===== src/motion_regs.vh =====
// Constants for the motion event and interrupt block
`ifndef MOTION_REGS_VH
`define MOTION_REGS_VH

// Operating state select field codes
`define OPSEL_RUN       2'b01
`define OPSEL_STANDBY   2'b11
`define OPSEL_RESET     2'b11

// One-hot operating states
`define ST_STANDBY      2'b01
`define ST_RUN          2'b10

// Limit bases in sample LSB, 1024 LSB per g
`define UDZ_BASE        14'h0333
`define UDX_BASE        14'h02E1
`define RLZ_BASE        14'h0333
`define RLY_BASE        14'h02E1
`define FBZ_BASE        14'h00B2
`define SHAKE_BASE      14'h0533
`define FALL_BASE       14'h0200
`define TAP_SHIFT       3

// Orientation field codes
`define PL_UNKNOWN      3'h0
`define PL_LEFT         3'h1
`define PL_RIGHT        3'h2
`define PL_DOWN         3'h5
`define PL_UP           3'h6
`define FB_UNKNOWN      2'h0
`define FB_FRONT        2'h1
`define FB_BACK         2'h2

// Reset values
`define CFG_EN_RESET    1'b0
`define LIMIT_RESET     8'h00
`define LPF_RESET       3'h0
`define TAPSEL_RESET    3'h0

`endif


===== src/motion_axis_mag.v =====
// Magnitude and sign of one signed axis sample
`timescale 1ns/1ps
`default_nettype none

module motion_axis_mag (
    input  wire [13:0] sample_i,
    output wire [13:0] mag_o,
    output wire        neg_o,
    output wire        pos_o
);

    // Full negative scale gives 8192, which still fits unsigned 14 bits
    assign mag_o = sample_i[13] ? (~sample_i + 14'h0001) : sample_i;
    assign neg_o = sample_i[13];
    assign pos_o = ~sample_i[13] & (|sample_i);

endmodule // motion_axis_mag

`default_nettype wire


===== src/motion_event_interrupt_logic.v =====
// Operating state, motion event detection and interrupt pin control
`timescale 1ns/1ps
`default_nettype none
`include "motion_regs.vh"

module motion_event_interrupt_logic (
    input  wire        clk_sys_i,
    input  wire        sys_rst_i,
    input  wire        scl_i,
    input  wire        sda_i,
    input  wire        op_state_wr_i,
    input  wire [1:0]  op_state_select_i,
    input  wire        dev_read_i,
    input  wire        status_read_i,
    input  wire        cfg_wr_i,
    input  wire        front_back_irq_en_i,
    input  wire        orient_irq_en_i,
    input  wire        shake_x_irq_en_i,
    input  wire        shake_y_irq_en_i,
    input  wire        shake_z_irq_en_i,
    input  wire        tap_irq_en_i,
    input  wire        sample_update_irq_en_i,
    input  wire        irq_rate_select_i,
    input  wire [2:0]  lowpass_bandwidth_setting_i,
    input  wire        fall_irq_en_i,
    input  wire        fall_mode_sum_i,
    input  wire [2:0]  tap_axis_sel_i,
    input  wire [7:0]  updown_z_limit_i,
    input  wire [7:0]  updown_x_limit_i,
    input  wire [7:0]  rightleft_z_limit_i,
    input  wire [7:0]  rightleft_y_limit_i,
    input  wire [7:0]  frontback_z_limit_i,
    input  wire [7:0]  shake_limit_offset_i,
    input  wire [7:0]  fall_limit_offset_i,
    input  wire [7:0]  tap_limit_i,
    input  wire        sample_valid_i,
    input  wire [13:0] x_sample_i,
    input  wire [13:0] y_sample_i,
    input  wire [13:0] z_sample_i,
    output reg         irq_out_n_o,
    output reg         op_run_o,
    output reg         sample_clk_en_o,
    output reg  [1:0]  op_state_select_o,
    output reg         cfg_refused_o,
    output reg         tap_detected_o,
    output reg         shake_detected_o,
    output reg         fall_detected_o,
    output reg  [2:0]  portrait_landscape_field_o,
    output reg  [1:0]  front_back_field_o,
    output reg  [15:0] x_data_o,
    output reg  [15:0] y_data_o,
    output reg  [15:0] z_data_o
);

    localparam [1:0] ST_STANDBY = `ST_STANDBY;
    localparam [1:0] ST_RUN     = `ST_RUN;

    // Limit = base + 3 * offset, offset signed or unsigned
    function [13:0] lim3;
        input [13:0] base;
        input [7:0]  off;
        input        sgn;
        reg   [15:0] ext;
        reg   [15:0] sum;
        begin
            ext  = sgn ? {{8{off[7]}}, off} : {8'h00, off};
            sum  = {2'b00, base} + ext + {ext[14:0], 1'b0};
            lim3 = sum[13:0];
        end
    endfunction

    reg  [1:0]  state_q;
    reg  [1:0]  state_d;
    reg  [1:0]  scl_meta_q;
    reg  [1:0]  sda_meta_q;
    reg         scl_q;
    reg         sda_q;
    reg         scl_prev_q;
    reg         sda_prev_q;
    reg         stop_pend_q;
    reg         fb_en_q;
    reg         pl_en_q;
    reg  [2:0]  sh_en_q;
    reg         tap_en_q;
    reg         sample_update_irq_en_q;
    reg         rate_sel_q;
    reg  [2:0]  lpf_q;
    reg         fall_en_q;
    reg         fall_sum_q;
    reg  [2:0]  tap_sel_q;
    reg  [7:0]  udz_q;
    reg  [7:0]  udx_q;
    reg  [7:0]  rlz_q;
    reg  [7:0]  rly_q;
    reg  [7:0]  fbz_q;
    reg  [7:0]  shk_q;
    reg  [7:0]  fal_q;
    reg  [7:0]  tap_q;
    reg  [7:0]  sample_update_irq_cnt_q;
    reg  [2:0]  pl_d;
    reg  [1:0]  fbf_d;

    wire [41:0] axis_all = {z_sample_i, y_sample_i, x_sample_i};
    wire [41:0] mag_all;
    wire [2:0]  neg;
    wire [2:0]  pos;

    genvar gi;
    generate
        for (gi = 0; gi < 3; gi = gi + 1) begin : g_axis
            motion_axis_mag u_mag (
                .sample_i (axis_all[gi*14 +: 14]),
                .mag_o    (mag_all[gi*14 +: 14]),
                .neg_o    (neg[gi]),
                .pos_o    (pos[gi])
            );
        end
    endgenerate

    wire [13:0] xm = mag_all[13:0];
    wire [13:0] ym = mag_all[27:14];
    wire [13:0] zm = mag_all[41:28];

    wire        run      = state_q[1];
    wire        accept   = run & sample_valid_i;
    wire [13:0] udz_lim  = lim3(`UDZ_BASE, udz_q, 1'b1);
    wire [13:0] udx_lim  = lim3(`UDX_BASE, udx_q, 1'b0);
    wire [13:0] rlz_lim  = lim3(`RLZ_BASE, rlz_q, 1'b1);
    wire [13:0] rly_lim  = lim3(`RLY_BASE, rly_q, 1'b0);
    wire [13:0] shk_lim  = lim3(`SHAKE_BASE, shk_q, 1'b1);
    wire [13:0] fal_lim  = lim3(`FALL_BASE, fal_q, 1'b1);
    wire [13:0] fbz_lim  = `FBZ_BASE + {6'h00, fbz_q} + {7'h00, fbz_q[7:1]};
    wire [13:0] tap_lim  = {3'h0, tap_q, 3'h0};

    wire ev_up    = (zm < udz_lim) & (xm > udx_lim) & neg[0];
    wire ev_down  = (zm < udz_lim) & (xm > udx_lim) & pos[0];
    wire ev_right = (zm < rlz_lim) & (ym > rly_lim) & neg[1];
    wire ev_left  = (zm < rlz_lim) & (ym > rly_lim) & pos[1];
    wire ev_front = pos[2] & (zm > fbz_lim);
    wire ev_back  = neg[2] & (zm > fbz_lim);

    wire [2:0] shk_ax = {zm > shk_lim, ym > shk_lim, xm > shk_lim};
    wire [2:0] tap_ax = {zm > tap_lim, ym > tap_lim, xm > tap_lim};
    wire [15:0] mag_sum = {2'b00, xm} + {2'b00, ym} + {2'b00, zm};
    wire fall_sum = mag_sum < {2'b00, fal_lim};
    wire fall_all = (xm < fal_lim) & (ym < fal_lim) & (zm < fal_lim);
    wire ev_fall  = fall_sum_q ? fall_sum : fall_all;
    wire ev_tap   = |(tap_ax & tap_sel_q);

    // Events only count when enabled
    wire set_shake = accept & (|(shk_ax & sh_en_q));
    wire set_tap   = accept & ev_tap & tap_en_q;
    wire set_fall  = accept & ev_fall & fall_en_q;

    always @* begin
        if (ev_left)
            pl_d = `PL_LEFT;
        else if (ev_right)
            pl_d = `PL_RIGHT;
        else if (ev_down)
            pl_d = `PL_DOWN;
        else if (ev_up)
            pl_d = `PL_UP;
        else
            pl_d = `PL_UNKNOWN;
        if (ev_front)
            fbf_d = `FB_FRONT;
        else if (ev_back)
            fbf_d = `FB_BACK;
        else
            fbf_d = `FB_UNKNOWN;
    end

    wire pl_chg = accept & pl_en_q & (pl_d != portrait_landscape_field_o);
    wire fb_chg = accept & fb_en_q & (fbf_d != front_back_field_o);

    // Update rate: every sample, or every 2^(lpf+1) samples
    wire [7:0] sample_update_irq_period = (8'h02 << lpf_q) - 8'h01;
    wire sample_update_irq_hit = ~rate_sel_q | (sample_update_irq_cnt_q == 8'h00);
    wire sample_update_irq_evt = accept & sample_update_irq_en_q & sample_update_irq_hit;

    wire irq_evt = set_shake | set_tap | set_fall | pl_chg | fb_chg | sample_update_irq_evt;

    // Operating state control
    always @* begin
        state_d = state_q;
        case (state_q)
            ST_STANDBY: begin
                if (op_state_wr_i && op_state_select_i == `OPSEL_RUN)
                    state_d = ST_RUN;
            end
            ST_RUN: begin
                if (op_state_wr_i && op_state_select_i == `OPSEL_STANDBY)
                    state_d = ST_STANDBY;
            end
            default: begin
                state_d = ST_STANDBY;
            end
        endcase
    end

    always @(posedge clk_sys_i or posedge sys_rst_i) begin
        if (sys_rst_i) begin
            state_q           <= ST_STANDBY;
            op_state_select_o <= `OPSEL_RESET;
            op_run_o          <= 1'b0;
            sample_clk_en_o   <= 1'b0;
        end else begin
            state_q         <= state_d;
            op_run_o        <= state_d[1];
            sample_clk_en_o <= state_d[1];
            if (op_state_wr_i)
                op_state_select_o <= op_state_select_i;
        end
    end

    // Bus pins cross into the system clock; STOP is SDA rising with SCL high
    always @(posedge clk_sys_i or posedge sys_rst_i) begin
        if (sys_rst_i) begin
            scl_meta_q  <= 2'b11;
            sda_meta_q  <= 2'b11;
            scl_q       <= 1'b1;
            sda_q       <= 1'b1;
            scl_prev_q  <= 1'b1;
            sda_prev_q  <= 1'b1;
            stop_pend_q <= 1'b1;
        end else begin
            scl_meta_q  <= {scl_meta_q[0], scl_i};
            sda_meta_q  <= {sda_meta_q[0], sda_i};
            scl_q       <= scl_meta_q[1];
            sda_q       <= sda_meta_q[1];
            scl_prev_q  <= scl_q;
            sda_prev_q  <= sda_q;
            if (scl_q && scl_prev_q && sda_q && !sda_prev_q)
                stop_pend_q <= 1'b1;
            else if (accept)
                stop_pend_q <= 1'b0;
        end
    end

    // Sample data only moves on after the master has left the bus
    always @(posedge clk_sys_i or posedge sys_rst_i) begin
        if (sys_rst_i) begin
            x_data_o <= 16'h0000;
            y_data_o <= 16'h0000;
            z_data_o <= 16'h0000;
        end else if (accept && stop_pend_q) begin
            x_data_o <= {{2{x_sample_i[13]}}, x_sample_i};
            y_data_o <= {{2{y_sample_i[13]}}, y_sample_i};
            z_data_o <= {{2{z_sample_i[13]}}, z_sample_i};
        end
    end

    // Settings change only in standby so detection never sees a half update
    always @(posedge clk_sys_i or posedge sys_rst_i) begin
        if (sys_rst_i) begin
            fb_en_q       <= `CFG_EN_RESET;
            pl_en_q       <= `CFG_EN_RESET;
            sh_en_q       <= {3{`CFG_EN_RESET}};
            tap_en_q      <= `CFG_EN_RESET;
            sample_update_irq_en_q     <= `CFG_EN_RESET;
            rate_sel_q    <= `CFG_EN_RESET;
            lpf_q         <= `LPF_RESET;
            fall_en_q     <= `CFG_EN_RESET;
            fall_sum_q    <= `CFG_EN_RESET;
            tap_sel_q     <= `TAPSEL_RESET;
            udz_q         <= `LIMIT_RESET;
            udx_q         <= `LIMIT_RESET;
            rlz_q         <= `LIMIT_RESET;
            rly_q         <= `LIMIT_RESET;
            fbz_q         <= `LIMIT_RESET;
            shk_q         <= `LIMIT_RESET;
            fal_q         <= `LIMIT_RESET;
            tap_q         <= `LIMIT_RESET;
            cfg_refused_o <= 1'b0;
        end else begin
            cfg_refused_o <= cfg_wr_i & run;
            if (cfg_wr_i && !run) begin
                fb_en_q    <= front_back_irq_en_i;
                pl_en_q    <= orient_irq_en_i;
                sh_en_q    <= {shake_z_irq_en_i, shake_y_irq_en_i, shake_x_irq_en_i};
                tap_en_q   <= tap_irq_en_i;
                sample_update_irq_en_q  <= sample_update_irq_en_i;
                rate_sel_q <= irq_rate_select_i;
                lpf_q      <= lowpass_bandwidth_setting_i;
                fall_en_q  <= fall_irq_en_i;
                fall_sum_q <= fall_mode_sum_i;
                tap_sel_q  <= tap_axis_sel_i;
                udz_q      <= updown_z_limit_i;
                udx_q      <= updown_x_limit_i;
                rlz_q      <= rightleft_z_limit_i;
                rly_q      <= rightleft_y_limit_i;
                fbz_q      <= frontback_z_limit_i;
                shk_q      <= shake_limit_offset_i;
                fal_q      <= fall_limit_offset_i;
                tap_q      <= tap_limit_i;
            end
        end
    end

    // Update-rate divider restarts on each standby so the first sample fires
    always @(posedge clk_sys_i or posedge sys_rst_i) begin
        if (sys_rst_i)
            sample_update_irq_cnt_q <= 8'h00;
        else if (!run)
            sample_update_irq_cnt_q <= 8'h00;
        else if (accept)
            sample_update_irq_cnt_q <= (sample_update_irq_cnt_q == 8'h00) ? sample_update_irq_period : sample_update_irq_cnt_q - 8'h01;
    end

    // Latched flags: a new event beats a clearing read in the same cycle
    always @(posedge clk_sys_i or posedge sys_rst_i) begin
        if (sys_rst_i) begin
            tap_detected_o   <= 1'b0;
            shake_detected_o <= 1'b0;
            fall_detected_o  <= 1'b0;
        end else begin
            if (set_tap)
                tap_detected_o <= 1'b1;
            else if (status_read_i)
                tap_detected_o <= 1'b0;
            if (set_shake)
                shake_detected_o <= 1'b1;
            else if (status_read_i)
                shake_detected_o <= 1'b0;
            if (set_fall)
                fall_detected_o <= 1'b1;
            else if (status_read_i)
                fall_detected_o <= 1'b0;
        end
    end

    // Orientation follows every accepted sample, held in standby
    always @(posedge clk_sys_i or posedge sys_rst_i) begin
        if (sys_rst_i) begin
            portrait_landscape_field_o <= `PL_UNKNOWN;
            front_back_field_o         <= `FB_UNKNOWN;
        end else if (accept) begin
            portrait_landscape_field_o <= pl_d;
            front_back_field_o         <= fbf_d;
        end
    end

    // Pin low on an event; read access or standby releases it
    always @(posedge clk_sys_i or posedge sys_rst_i) begin
        if (sys_rst_i)
            irq_out_n_o <= 1'b1;
        else if (irq_evt)
            irq_out_n_o <= 1'b0;
        else if (dev_read_i || !run)
            irq_out_n_o <= 1'b1;
    end

endmodule // motion_event_interrupt_logic

`default_nettype wire


===== config.mk =====
export PLATFORM = sky130hd
export DESIGN_NAME = motion_event_interrupt_logic
export DESIGN_NICKNAME = d
export VERILOG_FILES = /design/src/motion_axis_mag.v /design/src/motion_event_interrupt_logic.v
export VERILOG_INCLUDE_DIRS = /design/src
export SDC_FILE = /design/constraint.sdc
export NUM_CORES = 1
export LEC_CHECK = 0
export ABC_CLOCK_PERIOD_IN_PS = 12300
export BUFFER_PORTS_ARGS = -buffer_cell sky130_fd_sc_hd__buf_2
export CAP_MARGIN = 0
export CORE_MARGIN = 2
export CORE_UTILIZATION = 24
export DETAILED_ROUTE_END_ITERATION = 8
export GPL_ROUTABILITY_DRIVEN = 0
export PLACE_DENSITY = 0.42
export SYNTH_ARGS = -nofsm -noshare
export SYNTH_HDL_FRONTEND = slang
export SYNTH_SLANG_ARGS = --single-unit

===== constraint.sdc =====
create_clock -name clk_sys_i -period 12.3 [get_ports clk_sys_i]
set_input_delay 1.23 -clock clk_sys_i [delete_from_list [all_inputs] [get_ports clk_sys_i]]
set_output_delay 1.23 -clock clk_sys_i [all_outputs]
set_load 0.02 [all_outputs]

==> results of run 1 <==
==> path summary, 6_finish.rpt <==
path	endpoint	slack, ps
worst max-delay path	irq_out_n_o$_DFFE_PP1P_	6380
worst min-delay path	sda_q$_DFF_PP1_	360
worst max register to register	irq_out_n_o$_DFFE_PP1P_	7290
worst min register to register	sda_q$_DFF_PP1_	360
max in group asynchronous	rlz_q[1]$_DFFE_PP0P_	9980
min in group asynchronous	x_data_o[6]$_DFFE_PP0P_	880
==> Yosys cell counts, types with 7 or more instances <==
cell type	n
ha_1	261
inv_1	167
dfrtp_1	140
nand2_1	113
o21ai_0	102
mux2_2	75
a21oi_1	68
xnor2_1	56
nor2_1	45
a21o_1	32
xor2_1	32
nand3_1	27
fa_1	21
nor3_1	20
clkbuf_1	19
nand2b_1	18
nor2b_1	18
nand4_1	17
o21bai_1	17
a211oi_1	16
o21a_1	16
dfstp_2	13
a31oi_1	10
nor4_1	10
buf_1	9
or2_2	9
and3_1	8
buf_4	7
mux2i_1	7
or3_1	7
==> worst reg2reg max path, cell delays in order, from the launching register on <==
cell and delay [ps]:
dfrtp_1 420, ha_1 310, ha_1 300, a21o_1 180
a21oi_1 210, nor2_1 70, o21a_1 170, o21ai_0 210
nand2b_1 80, a21oi_1 220, inv_1 60, a21oi_1 180
ha_1 270, and3_1 200, a221oi_1 350, o2111ai_1 190
a21oi_2 320, or3_4 230, nor2_2 70, or4b_2 630
a21oi_1 160, o31a_1 130
==> cells in the final DEF, fill, tap and decap left out, types with 7 or more instances in the layout <==
cell type,count
ha_1,261
buf_2,194
inv_1,166
dfrtp_1,140
nand2_1,112
o21ai_0,102
mux2_2,75
a21oi_1,68
xnor2_1,55
nor2_1,45
a21o_1,32
xor2_1,32
nand3_1,27
fa_1,21
nor3_1,20
buf_4,20
nand2b_1,18
nand4_1,17
nor2b_1,17
o21bai_1,17
clkbuf_16,17
o21a_1,16
a211oi_1,16
dfstp_2,13
nor4_1,10
a31oi_1,10
or2_2,9
and3_1,8
or3_1,7
mux2i_1,7
==> where the power goes <==
| part | switching [mW] | internal (mW) | leakage [nW] |
|---|---|---|---|
| clock | 0.245 | 0.304 | 0.276 |
| sequential | 0.0663 | 0.587 | 1.85 |
| combinational | 0.794 | 0.580 | 5.91 |
==> layer usage <==
layer	GRT usage [%]	up-vias	routed length, µm
li1	-	5649	-
met1	19.1	5377	20500
met2	26.0	226	21600
met3	2.85	61	1730
met4	6.06	0	1270
met5	0	-	0
==> registers in the layout, indices dropped and copies added, names as in the netlist, 8 cells and up <==
name / flops
rly_q: 8
udz_q: 8
tap_q: 8
sample_update_irq_cnt_q: 8
z_data_o: 14
udx_q: 8
x_data_o: 14
fal_q: 8
fbz_q: 8
y_data_o: 14
shk_q: 8
rlz_q: 8
==> cell families (layout without fill, tap and decap cells) <==
logic type | after synthesis | in the layout | synth area share [%]
xor gates and xnor gates | 88 | 88 | 5.54
DFF | 153 | 153 | 27.6
AOI/OAI and AO/OA | 333 | 333 | 15.5
muxes | 82 | 82 | 6.57
and+or+nand+nor | 329 | 329 | 12.4
adders and majority gates | 282 | 282 | 26.5
buffers and inverters | 206 | 413 | 5.90
==> through the flow <==
step	power [mW]	instances	hold WS (ps)	worst slack, ps	area, µm²
floorplan	1.62	1473	345	6870	13900
global placement	2.02	2413	347	6010	15800
detailed placement	2.04	2413	347	5900	15800
CTS	2.63	2445	357	6400	16400
global route	2.83	2445	360	5930	16400
finish	2.58	2445	356	6380	16400
==> area by class of cell <==
class	count	area share (%)
multi-input combinational	1114	56.5
sequential	153	23.4
timing repair buffer	214	6.83
tap	765	5.83
inverter	167	3.85
clock buffer	19	2.70
clock inverter	13	0.876
==> out/summary.log, run 1 <==
INFO  outcome        outcome=finished clean
INFO  synth          post_synth_inst_count=1,473
INFO  synth          netlist_area=0.0139mm²
INFO  synth          synth_top_area_share=25.2%
INFO  synth          synth_warn=0
INFO  synth          syn-mean-instance-area=9.45µm²
INFO  synth          synth_enable_flop_cells=0
INFO  clock_network  ctsLongestPathBuffers=2
INFO  die            fp.dieArea=0.0600mm²
INFO  worst_hold_path hold_path.class=reg2reg
INFO  route          initialDrtViolationCount=551
INFO  setup_path     cp_slowest_cell=xnor2_1
INFO  clock_network  cts_inserted_buffers=17
INFO  cells_and_area antenna_cells=0
INFO  grt            number_of_global_route_vias_before_repair=11,302
INFO  route          wl_per_cell=18.5µm
INFO  setup_path     critPathMaxStageDelay=830ps
INFO  setup_path     crit_path_end_kind=flip-flop
INFO  setup_path     critical_path.startpoint_type=primary input
INFO  synth          synth.yosys.seq_area_share=27.6%
INFO  power_and_ir_drop power.density=157mW/mm²
INFO  flow_run       drv_cap=0
INFO  grt            groute.usage.overall=15.3%
INFO  timing         final_period_minus_worst_setup_slack=5920ps
INFO  timing         timing.setup.tns=0ps
INFO  die            std_cell_rows=88
INFO  clock_network  ctsResizeCount=0
INFO  route          detailroute.via_count=11,313
INFO  timing         drv_slew=0
INFO  grt            grt_max_degree=91
INFO  synth          synth.net_count=1,888
INFO  clock_network  cts.hold.buffers_added=0
INFO  setup_path     required=12,710ps
INFO  timing         finalSetupViolCount=0
INFO  clock_network  clock_latency=480ps
INFO  timing         rsz0062_at_grt=no
INFO  setup_path     ff2ff_path_depth=21
INFO  setup_path     levels_on_crit_path=22
INFO  place          port_buffers=194
INFO  die            floorplan.die.height=245µm
INFO  timing         max-slew-margin-rel=26.5%
INFO  clock_network  cts-htree-levels=4
INFO  synth          synth.area.top_cells=dfrtp_1 25%, ha_1 23%, mux2_2 6.1%, inv_1 4.5%, o21ai_0 3.7%
INFO  cells_and_area syn2layout_area_growth=17.9%
INFO  setup_path     timing.setup.critical_path_class=in2reg
INFO  clock_network  clock_tree_from_tritoncts=yes
INFO  power_and_ir_drop power.static_leakage=8.03nW
INFO  setup_path     worstSetupStartpoint=z_sample_i[0]
INFO  timing         timing_worst_slew_pin_value=1100ps
INFO  cells_and_area drive_gt1_share=22.0%
INFO  timing         max_freq=0.169GHz
INFO  clock_network  worst_setup_hold_path_clk_slew=70ps
INFO  cells_and_area n_fill_cell=6,189
INFO  timing         skew=14.1ps
INFO  die            floorplan.core_area=0.0575mm²
INFO  synth          netlist-cell-type-count=82
INFO  grt            grt_remaining_overflow=0
INFO  route          finalWirelength=45,200µm
INFO  setup_path     critical-path-top-delay-family=compound AO/OA/AOI/OAI gates
INFO  worst_hold_path hold_path_depth=0
INFO  grt            grt_antenna_before_repair=0
INFO  die            initial_utilization=24.2%
INFO  setup_path     regToRegStartpoint=rly_q[2]$_DFFE_PP0P_
INFO  synth          synth_flop_cell=dfrtp_1
INFO  die            chip_width=245µm
INFO  power_and_ir_drop maximum_ir_drop_on_the_vdd_rail=114µV
INFO  worst_hold_path min-delay-start=sda_meta_q[1]$_DFF_PP1_
INFO  route          vias_per_cell=4.63
INFO  timing         fin_crit_sh=48.1%
INFO  cells_and_area final_util=28.6%
INFO  die            io_pins=195
INFO  timing         final-hold-violation-count=0
INFO  setup_path     crit_fanout=7
INFO  route          drt-pass1-iter-count=5
INFO  route          final_antenna_net_count=0
INFO  setup_path     path_buf_inv=3
INFO  clock_network  clock_tree.root_cell=clkbuf_16
INFO  clock_network  clock-sinks=153
INFO  cells_and_area layout.nets=2,082
INFO  setup_path     arrival=6330ps
INFO  cells_and_area storage_element_area=0.00384mm²
INFO  place          placed_wire_length_estimate_after_detailed_placement=36,700µm
INFO  clock_network  cts_setup_buffers=0
INFO  cells_and_area footprint_of_the_multi_input_gates=0.00928mm²
INFO  synth          ys_ff_latch=153
INFO  setup_path     crit_chain=buf_2 > inv_1 > ha_1 > nand2b_1 > xnor2_1 > fa_1 > inv_1 > fa_1 > nor2b_1 > o31a_1 > o31ai_1 > a21boi_0 > nor2_1 > xnor2_1 > ha_1 > a221oi_1 > nand3_1 > a311oi_1 > o21ai_0 > o32ai_1 > nor4_2 > o31a_1
INFO  synth          synth.largest_area_cell=dfrtp_1
INFO  grt            global_route_wire_length_before_repair=68,200µm
INFO  route          drcViolationCount=0
INFO  synth          async_reset_ff_share=100%
No activity file was read; power rests on OpenSTA's default activity.
==> run 2: changes to the inputs <==
--- a/config.mk
+++ b/config.mk
@@ -6,7 +6,7 @@
 export SDC_FILE = /design/constraint.sdc
 export NUM_CORES = 1
 export LEC_CHECK = 0
-export ABC_CLOCK_PERIOD_IN_PS = 12300
+export ABC_CLOCK_PERIOD_IN_PS = 6100
 export BUFFER_PORTS_ARGS = -buffer_cell sky130_fd_sc_hd__buf_2
 export CAP_MARGIN = 0
 export CORE_MARGIN = 2
==> constraint.sdc (replaced) <==
create_clock -name clk_sys_i -period 6.1 [get_ports clk_sys_i]
set_input_delay 0.61 -clock clk_sys_i [delete_from_list [all_inputs] [get_ports clk_sys_i]]
set_output_delay 0.61 -clock clk_sys_i [all_outputs]
set_load 0.02 [all_outputs]
==> out/summary.log, run 2 (same netlist as run 1, synthesis figures left out) <==
INFO  grt            grt_max_degree=115 [+26%]
INFO  setup_path     critical-path-top-delay-family=compound AO/OA/AOI/OAI gates
INFO  setup_path     crit_fanout=4 [-3]
INFO  die            floorplan.core_area=0.0575mm² [unchanged]
INFO  clock_network  clock_latency=480ps [about the same]
INFO  place          placed_wire_length_estimate_after_detailed_placement=36,100µm [-1.4%]
INFO  route          final_antenna_net_count=0 [unchanged]
INFO  route          detailroute.via_count=11,325 [+0.11%]
INFO  cells_and_area final_cell_mix=261 x ha_1, 194 x buf_2, 166 x inv_1
INFO  route          vias_per_cell=4.61 [-0.30%]
INFO  cells_and_area syn2layout_area_growth=18.7%
INFO  power_and_ir_drop power.density=314mW/mm² [+100%]
INFO  clock_network  ctsResizeCount=0 [unchanged]
INFO  cells_and_area top_regs=x_data_o x14, y_data_o x14, z_data_o x14
INFO  die            std_cell_rows=88 [unchanged]
INFO  route          initialDrtViolationCount=626 [+14%]
INFO  timing         skew=13.2ps [-0.816 ps]
INFO  flow_run       drv_cap=0 [unchanged]
INFO  cells_and_area layout.cells.non_filler=2,455 [+0.41%]
INFO  worst_hold_path hold_path.class=in2async
INFO  clock_network  ctsLongestPathBuffers=2 [unchanged]
INFO  setup_path     path_buf_inv=6 [+3]
INFO  cells_and_area drive_gt1_share=22.5% [+0.52 points]
INFO  grt            global_route_wire_length_before_repair=68,600µm [+0.61%]
INFO  cells_and_area antenna_cells=0 [unchanged]
INFO  cells_and_area n_fill_cell=6,142 [-0.76%]
INFO  die            fp.dieArea=0.0600mm² [unchanged]
INFO  clock_network  cts_inserted_buffers=17 [unchanged]
INFO  power_and_ir_drop maximum_ir_drop_on_the_vdd_rail=222µV [+94%]
INFO  timing         finalSetupViolCount=0 [unchanged]
INFO  grt            number_of_global_route_vias_before_repair=11,428 [+1.1%]
INFO  timing         hold-worst-slack=163ps [-192 ps]
INFO  cells_and_area layout.nets=2,092 [+0.48%]
INFO  cells_and_area final_util=28.7% [+0.19 points]
INFO  setup_path     crit_path_end_kind=flip-flop
INFO  setup_path     critPathMaxStageDelay=830ps [about the same]
INFO  setup_path     timing.critical_path.mode_cell=inv_1
INFO  clock_network  clock_tree_from_tritoncts=yes
INFO  route          drcViolationCount=0 [unchanged]
INFO  route          drt-pass1-iter-count=5 [unchanged]
INFO  setup_path     required=6510ps [-6200 ps]
INFO  cells_and_area mostFrequentLayoutCell=ha_1
INFO  timing         max_freq=0.202GHz
INFO  grt            grt_remaining_overflow=0 [unchanged]
INFO  grt            grt_antenna_before_repair=3 [+3]
INFO  timing         fin_crit_sh=81.2%
INFO  clock_network  clock-sinks=153 [unchanged]
INFO  place          port_buffers=194 [unchanged]
INFO  setup_path     timing.setup.critical_path_class=in2reg
INFO  setup_path     critical_path.startpoint_type=primary input
INFO  timing         max-slew-margin-rel=26.5% [-0.057 points]
INFO  timing         final_period_minus_worst_setup_slack=4950ps
INFO  timing         timing_worst_slew_pin_value=1100ps [-3.13 ps]
INFO  die            chip_width=245µm [unchanged]
INFO  place          placedCellCount=2,423 [+0.41%]
INFO  clock_network  cts.hold.buffers_added=0 [unchanged]
INFO  clock_network  cts_setup_buffers=0 [unchanged]
INFO  outcome        outcome=finished clean
INFO  timing         rsz0062_at_grt=no
INFO  clock_network  worst_setup_hold_path_clk_slew=80ps [about the same]
INFO  die            initial_utilization=24.2% [unchanged]
INFO  setup_path     cp_slowest_cell=o21ai_0
INFO  place          place_worst_setup_slack=674ps [-5220 ps]
INFO  setup_path     arrival=5360ps [-970 ps]
INFO  clock_network  clock_tree.root_cell=clkbuf_16
INFO  setup_path     crit_chain=buf_2 > inv_1 > o21ai_0 > inv_1 > fa_1 > inv_1 > ha_1 > inv_1 > fa_1 > nor2b_1 > o31a_1 > o31ai_1 > a21boi_0 > nor2_1 > xnor2_1 > ha_1 > a221oi_1 > nand3_1 > a311oi_1 > o21ai_0 > o32ai_1 > buf_4 > nor4_2 > o31a_1
INFO  timing         final-hold-violation-count=0 [unchanged]
INFO  route          finalWirelength=44,700µm [-1.0%]
INFO  route          wl_per_cell=18.2µm [-1.4%]
INFO  power_and_ir_drop power.static_leakage=8.10nW [+0.85%]
INFO  die            io_pins=195 [unchanged]
INFO  clock_network  cts-htree-levels=4 [unchanged]
INFO  timing         layout_setup_ws=1150ps [-5230 ps]
INFO  grt            groute.usage.overall=15.3% [-0.042 points]
INFO  timing         drv_slew=0 [unchanged]
INFO  timing         timing.setup.tns=0ps [unchanged]
INFO  die            floorplan.die.height=245µm [unchanged]
## run 2: power breakdown
group | switching [mW] | internal, mW | leakage, nW
clock | 0.509 | 0.623 | 0.284
combinational | 1.56 | 1.17 | 5.97
sequential | 0.134 | 1.18 | 1.85
total | 2.21 | 2.98 | 8.10
## run 2: path summary, 6_finish.rpt
path,endpoint,from,cells past startpoint,slack [ps]
setup / recovery,irq_out_n_o$_DFFE_PP1P_,x_sample_i[1],24,1150
hold / removal,tap_sel_q[1]$_DFFE_PP0P_,sys_rst_i,2,160
setup reg to reg,irq_out_n_o$_DFFE_PP1P_,rly_q[1]$_DFFE_PP0P_,21,1210
hold reg to reg,sda_q$_DFF_PP1_,sda_meta_q[1]$_DFF_PP1_,0,360
max in group asynchronous,rlz_q[5]$_DFFE_PP0P_,sys_rst_i,3,4660
min in group clk_sys_i,scl_meta_q[0]$_DFF_PP1_,scl_i,1,220
## run 2: worst reg2reg max path: stages, from the launching register on
cell	delay (ps)
dfrtp_1	400
ha_1	330
ha_1	300
a21o_1	180
a21oi_1	220
nor2_1	60
o21a_1	170
o21ai_0	210
nand2b_1	90
a21oi_1	210
inv_1	60
a21oi_1	170
ha_1	260
and3_1	190
a221oi_1	320
o2111ai_1	180
a21oi_2	270
or3_4	210
nor2_2	70
or4b_2	620
a21oi_1	170
o31a_1	140
## run 2: cell type report
type	instances	area, µm²	share of cell area (%)
Multi-Input combinational cell	1114	9280	56.2
Sequential cell	153	3840	23.3
Timing Repair Buffer	224	1210	7.31
Tap cell	765	957	5.79
Inverter	167	632	3.82
Clock buffer	19	443	2.68
Clock inverter	13	155	0.939
## run 2: metal layers
metal  track usage (%)  part of all wire [%]  wire, µm
met2              25.0                    47     20900
met3              3.55                   4.8      2130
met5                 0                  0.10        45
met1              19.5                    46     20500
met4              5.45                   2.5      1120
## run 2: stage by stage
| step | instance area, µm² | power [mW] |
|---|---|---|
| final | 16500 | 5.19 |
| after global routing | 16500 | 5.69 |
| after CTS | 16500 | 5.27 |
| after detailed placement | 15900 | 4.08 |
| after global placement | 15900 | 4.04 |
| after floorplan | 13900 | 3.27 |
==> run 3: changes to the inputs <==
--- a/config.mk
+++ b/config.mk
@@ -6,7 +6,7 @@
 export SDC_FILE = /design/constraint.sdc
 export NUM_CORES = 1
 export LEC_CHECK = 0
-export ABC_CLOCK_PERIOD_IN_PS = 6100
+export ABC_CLOCK_PERIOD_IN_PS = 4900
 export BUFFER_PORTS_ARGS = -buffer_cell sky130_fd_sc_hd__buf_2
 export CAP_MARGIN = 0
 export CORE_MARGIN = 2
==> constraint.sdc (replaced) <==
create_clock -name clk_sys_i -period 4.9 [get_ports clk_sys_i]
set_input_delay 0.49 -clock clk_sys_i [delete_from_list [all_inputs] [get_ports clk_sys_i]]
set_output_delay 0.49 -clock clk_sys_i [all_outputs]
set_load 0.02 [all_outputs]
==> out/summary.log, run 3 (same netlist as run 1, synthesis figures left out) <==
INFO  die            initial_utilization=24.2% [unchanged]
INFO  cells_and_area syn2layout_area_growth=21.4%
INFO  worst_hold_path hold_path.class=in2async
INFO  power_and_ir_drop power.density=388mW/mm² [+23%]
INFO  timing         final-hold-violation-count=0 [unchanged]
INFO  die            std_cell_rows=88 [unchanged]
INFO  setup_path     ff2ff_path_depth=21 [unchanged]
INFO  setup_path     crit_chain=ha_1 > ha_1 > a21o_1 > a21oi_2 > nor2_1 > o21a_1 > o21ai_2 > nand2b_1 > a21oi_2 > inv_1 > a21oi_2 > ha_1 > and3_1 > a221oi_2 > o2111ai_2 > a21oi_2 > or3_4 > nor2_2 > or4b_2 > a21oi_1 > o31a_1
INFO  timing         finalSetupViolCount=0 [unchanged]
INFO  route          finalWirelength=44,100µm [-1.3%]
INFO  die            chip_width=245µm [unchanged]
INFO  clock_network  worst_setup_hold_path_clk_slew=70ps [about the same]
INFO  clock_network  cts.hold.buffers_added=0 [unchanged]
INFO  timing         skew=13.7ps [+0.427 ps]
INFO  setup_path     critical-path-top-delay-family=compound AO/OA/AOI/OAI gates
INFO  die            fp.dieArea=0.0600mm² [unchanged]
INFO  setup_path     cp_slowest_cell=or4b_2
INFO  power_and_ir_drop power.static_leakage=8.32nW [+2.7%]
INFO  setup_path     timing.critical_path.mode_cell=a21oi_2
INFO  power_and_ir_drop cellInternalPower=3.84mW [+29%]
INFO  setup_path     required=5320ps [-1190 ps]
INFO  cells_and_area final_cell_mix=261 x ha_1, 194 x buf_2, 166 x inv_1
INFO  power_and_ir_drop clock_power_share=21.6% [-0.2 points]
INFO  setup_path     crit_path_end_kind=flip-flop
INFO  power_and_ir_drop pwr-share-seq=24.9% [-0.5 points]
INFO  route          wl_per_cell=17.7µm [-3.0%]
INFO  grt            grt_remaining_overflow=0 [unchanged]
INFO  timing         hold-worst-slack=77.8ps [-85.7 ps]
INFO  route          drt-pass1-iter-count=5 [unchanged]
INFO  timing         timing.setup.tns=0ps [unchanged]
INFO  die            io_pins=195 [unchanged]
INFO  flow_run       drv_cap=0 [unchanged]
INFO  timing         final_period_minus_worst_setup_slack=4660ps
INFO  power_and_ir_drop maximum_ir_drop_on_the_vdd_rail=307µV [+39%]
INFO  route          drcViolationCount=0 [unchanged]
INFO  clock_network  clock-sinks=153 [unchanged]
INFO  route          detailroute.via_count=11,342 [+0.15%]
INFO  outcome        outcome=finished clean
INFO  grt            number_of_global_route_vias_before_repair=11,433 [+0.044%]
INFO  route          vias_per_cell=4.54 [-1.6%]
INFO  cells_and_area top_regs=x_data_o x14, y_data_o x14, z_data_o x14
INFO  power_and_ir_drop power.share.switching=41.3% [-1.2 points]
INFO  clock_network  clock_tree_from_tritoncts=yes
INFO  cells_and_area layout.nets=2,134 [+2.0%]
INFO  setup_path     levels_on_crit_path=21 [-13%]
INFO  timing         max-slew-margin-rel=25.3% [-1.1 points]
INFO  clock_network  cts-htree-levels=4 [unchanged]
INFO  place          port_buffers=194 [unchanged]
INFO  clock_network  clock_latency=480ps [about the same]
INFO  route          final_antenna_net_count=0 [unchanged]
INFO  grt            groute.usage.overall=15.1% [-0.20 points]
INFO  timing         timing_worst_slew_pin_value=1110ps [+16.9 ps]
INFO  cells_and_area drive_gt1_share=24.8% [+2.3 points]
INFO  grt            grt_antenna_before_repair=2 [-1]
INFO  timing         max_freq=0.215GHz
INFO  cells_and_area mostFrequentLayoutCell=ha_1
INFO  timing         drv_slew=0 [unchanged]
INFO  power_and_ir_drop switchingPower=2.71mW [+23%]
INFO  grt            grt_max_degree=99 [-14%]
INFO  cells_and_area layout.cells.non_filler=2,498 [+1.8%]
INFO  place          placedCellCount=2,464 [+1.7%]
INFO  setup_path     critical_path.startpoint_type=flip-flop
INFO  grt            global_route_wire_length_before_repair=67,600µm [-1.4%]
INFO  setup_path     path_buf_inv=1 [-5]
INFO  place          placed_wire_length_estimate_after_detailed_placement=35,900µm [-0.76%]
INFO  setup_path     crit_fanout=3 [-1]
INFO  cells_and_area final_util=29.4% [+0.66 points]
INFO  route          initialDrtViolationCount=498 [-20%]
INFO  setup_path     critPathMaxStageDelay=610ps [-220 ps]
INFO  clock_network  ctsLongestPathBuffers=2 [unchanged]
INFO  clock_network  cts_inserted_buffers=17 [unchanged]
INFO  setup_path     timing.setup.critical_path_class=reg2reg
INFO  timing         fin_crit_sh=95.0%
INFO  die            floorplan.core_area=0.0575mm² [unchanged]
INFO  power_and_ir_drop power.share.combinational=53.5% [+0.7 points]
INFO  die            floorplan.die.height=245µm [unchanged]
INFO  clock_network  clock_tree.root_cell=clkbuf_16
INFO  setup_path     arrival=5080ps [-280 ps]
==> run 3: cell types whose count changed in the layout (fill, tap and decap cells not counted), sizes merged <==
cell	delta
inv	-5
buf	+42
bufinv	+1
clkinv	+2
clkbuf	+2
diode	+1
==> run 3: cell type report <==
| type | count | area (µm²) |
|---|---|---|
| multi-input combinational | 1114 | 9330 |
| clock buffer | 21 | 450 |
| sequential | 153 | 3840 |
| timing repair buffer | 266 | 1540 |
| clock inverter | 11 | 149 |
| fill | 6194 | 40600 |
| tap | 765 | 957 |
| inverter | 167 | 632 |
| antenna | 1 | 2.50 |
==> run 3: path summary, 6_finish.rpt <==
check,start,end,slack (ps)
max,rly_q[1]$_DFFE_PP0P_,irq_out_n_o$_DFFE_PP1P_,240
min,sys_rst_i,rate_sel_q$_DFFE_PP0P_,80
max reg2reg,rly_q[1]$_DFFE_PP0P_,irq_out_n_o$_DFFE_PP1P_,240
min reg2reg,scl_meta_q[1]$_DFF_PP1_,scl_q$_DFF_PP1_,360
max in group asynchronous,sys_rst_i,rlz_q[7]$_DFFE_PP0P_,3890
min in group clk_sys_i,scl_i,scl_meta_q[0]$_DFF_PP1_,100
==> run 3: through the flow <==
step	total power [mW]	instance area [µm²]	setup WS (ps)
5_1_grt	7.20	16900	-66.8
4_1_cts	6.63	16800	19.6
3_3_place_gp	5.07	16200	23.3
3_5_place_dp	5.14	16200	-55.4
2_1_floorplan	4.06	13900	207
6_report	6.55	16900	243
==> run 3: worst register-to-register path, delay by kind of cell (launching register included) <==
| kind | cells | cell delay, ps |
|---|---|---|
| buf+inv | 1 | 70 |
| fa+ha+maj | 3 | 880 |
| flops | 1 | 400 |
| simple gates | 6 | 1190 |
| compound gates | 11 | 2060 |
==> run 3: repair_timing <==
action	4_1_cts	5_1_grt
buffers inserted	0	1
setup endpoints to repair	0	1
resized for setup	0	13
==> run 3: power groups by stage <==
| stage | Combinational [mW] | Clock [mW] | Sequential (mW) |
|---|---|---|---|
| 2_1_floorplan | 2.30 | 0 | 1.76 |
| 3_3_place_gp | 3.42 | 0 | 1.65 |
| 3_5_place_dp | 3.48 | 0 | 1.66 |
| 4_1_cts | 3.50 | 1.49 | 1.64 |
| 5_1_grt | 4.01 | 1.53 | 1.67 |
| 6_report | 3.50 | 1.41 | 1.63 |
==> run 3: metal layers <==
layer	share of wire [%]	global-route usage [%]	vias up
met3	3.9	3.44	46
met5	0	0	-
met4	2.6	5.27	0
met2	46	24.6	195
met1	47	19.5	5370
li1	-	-	5731
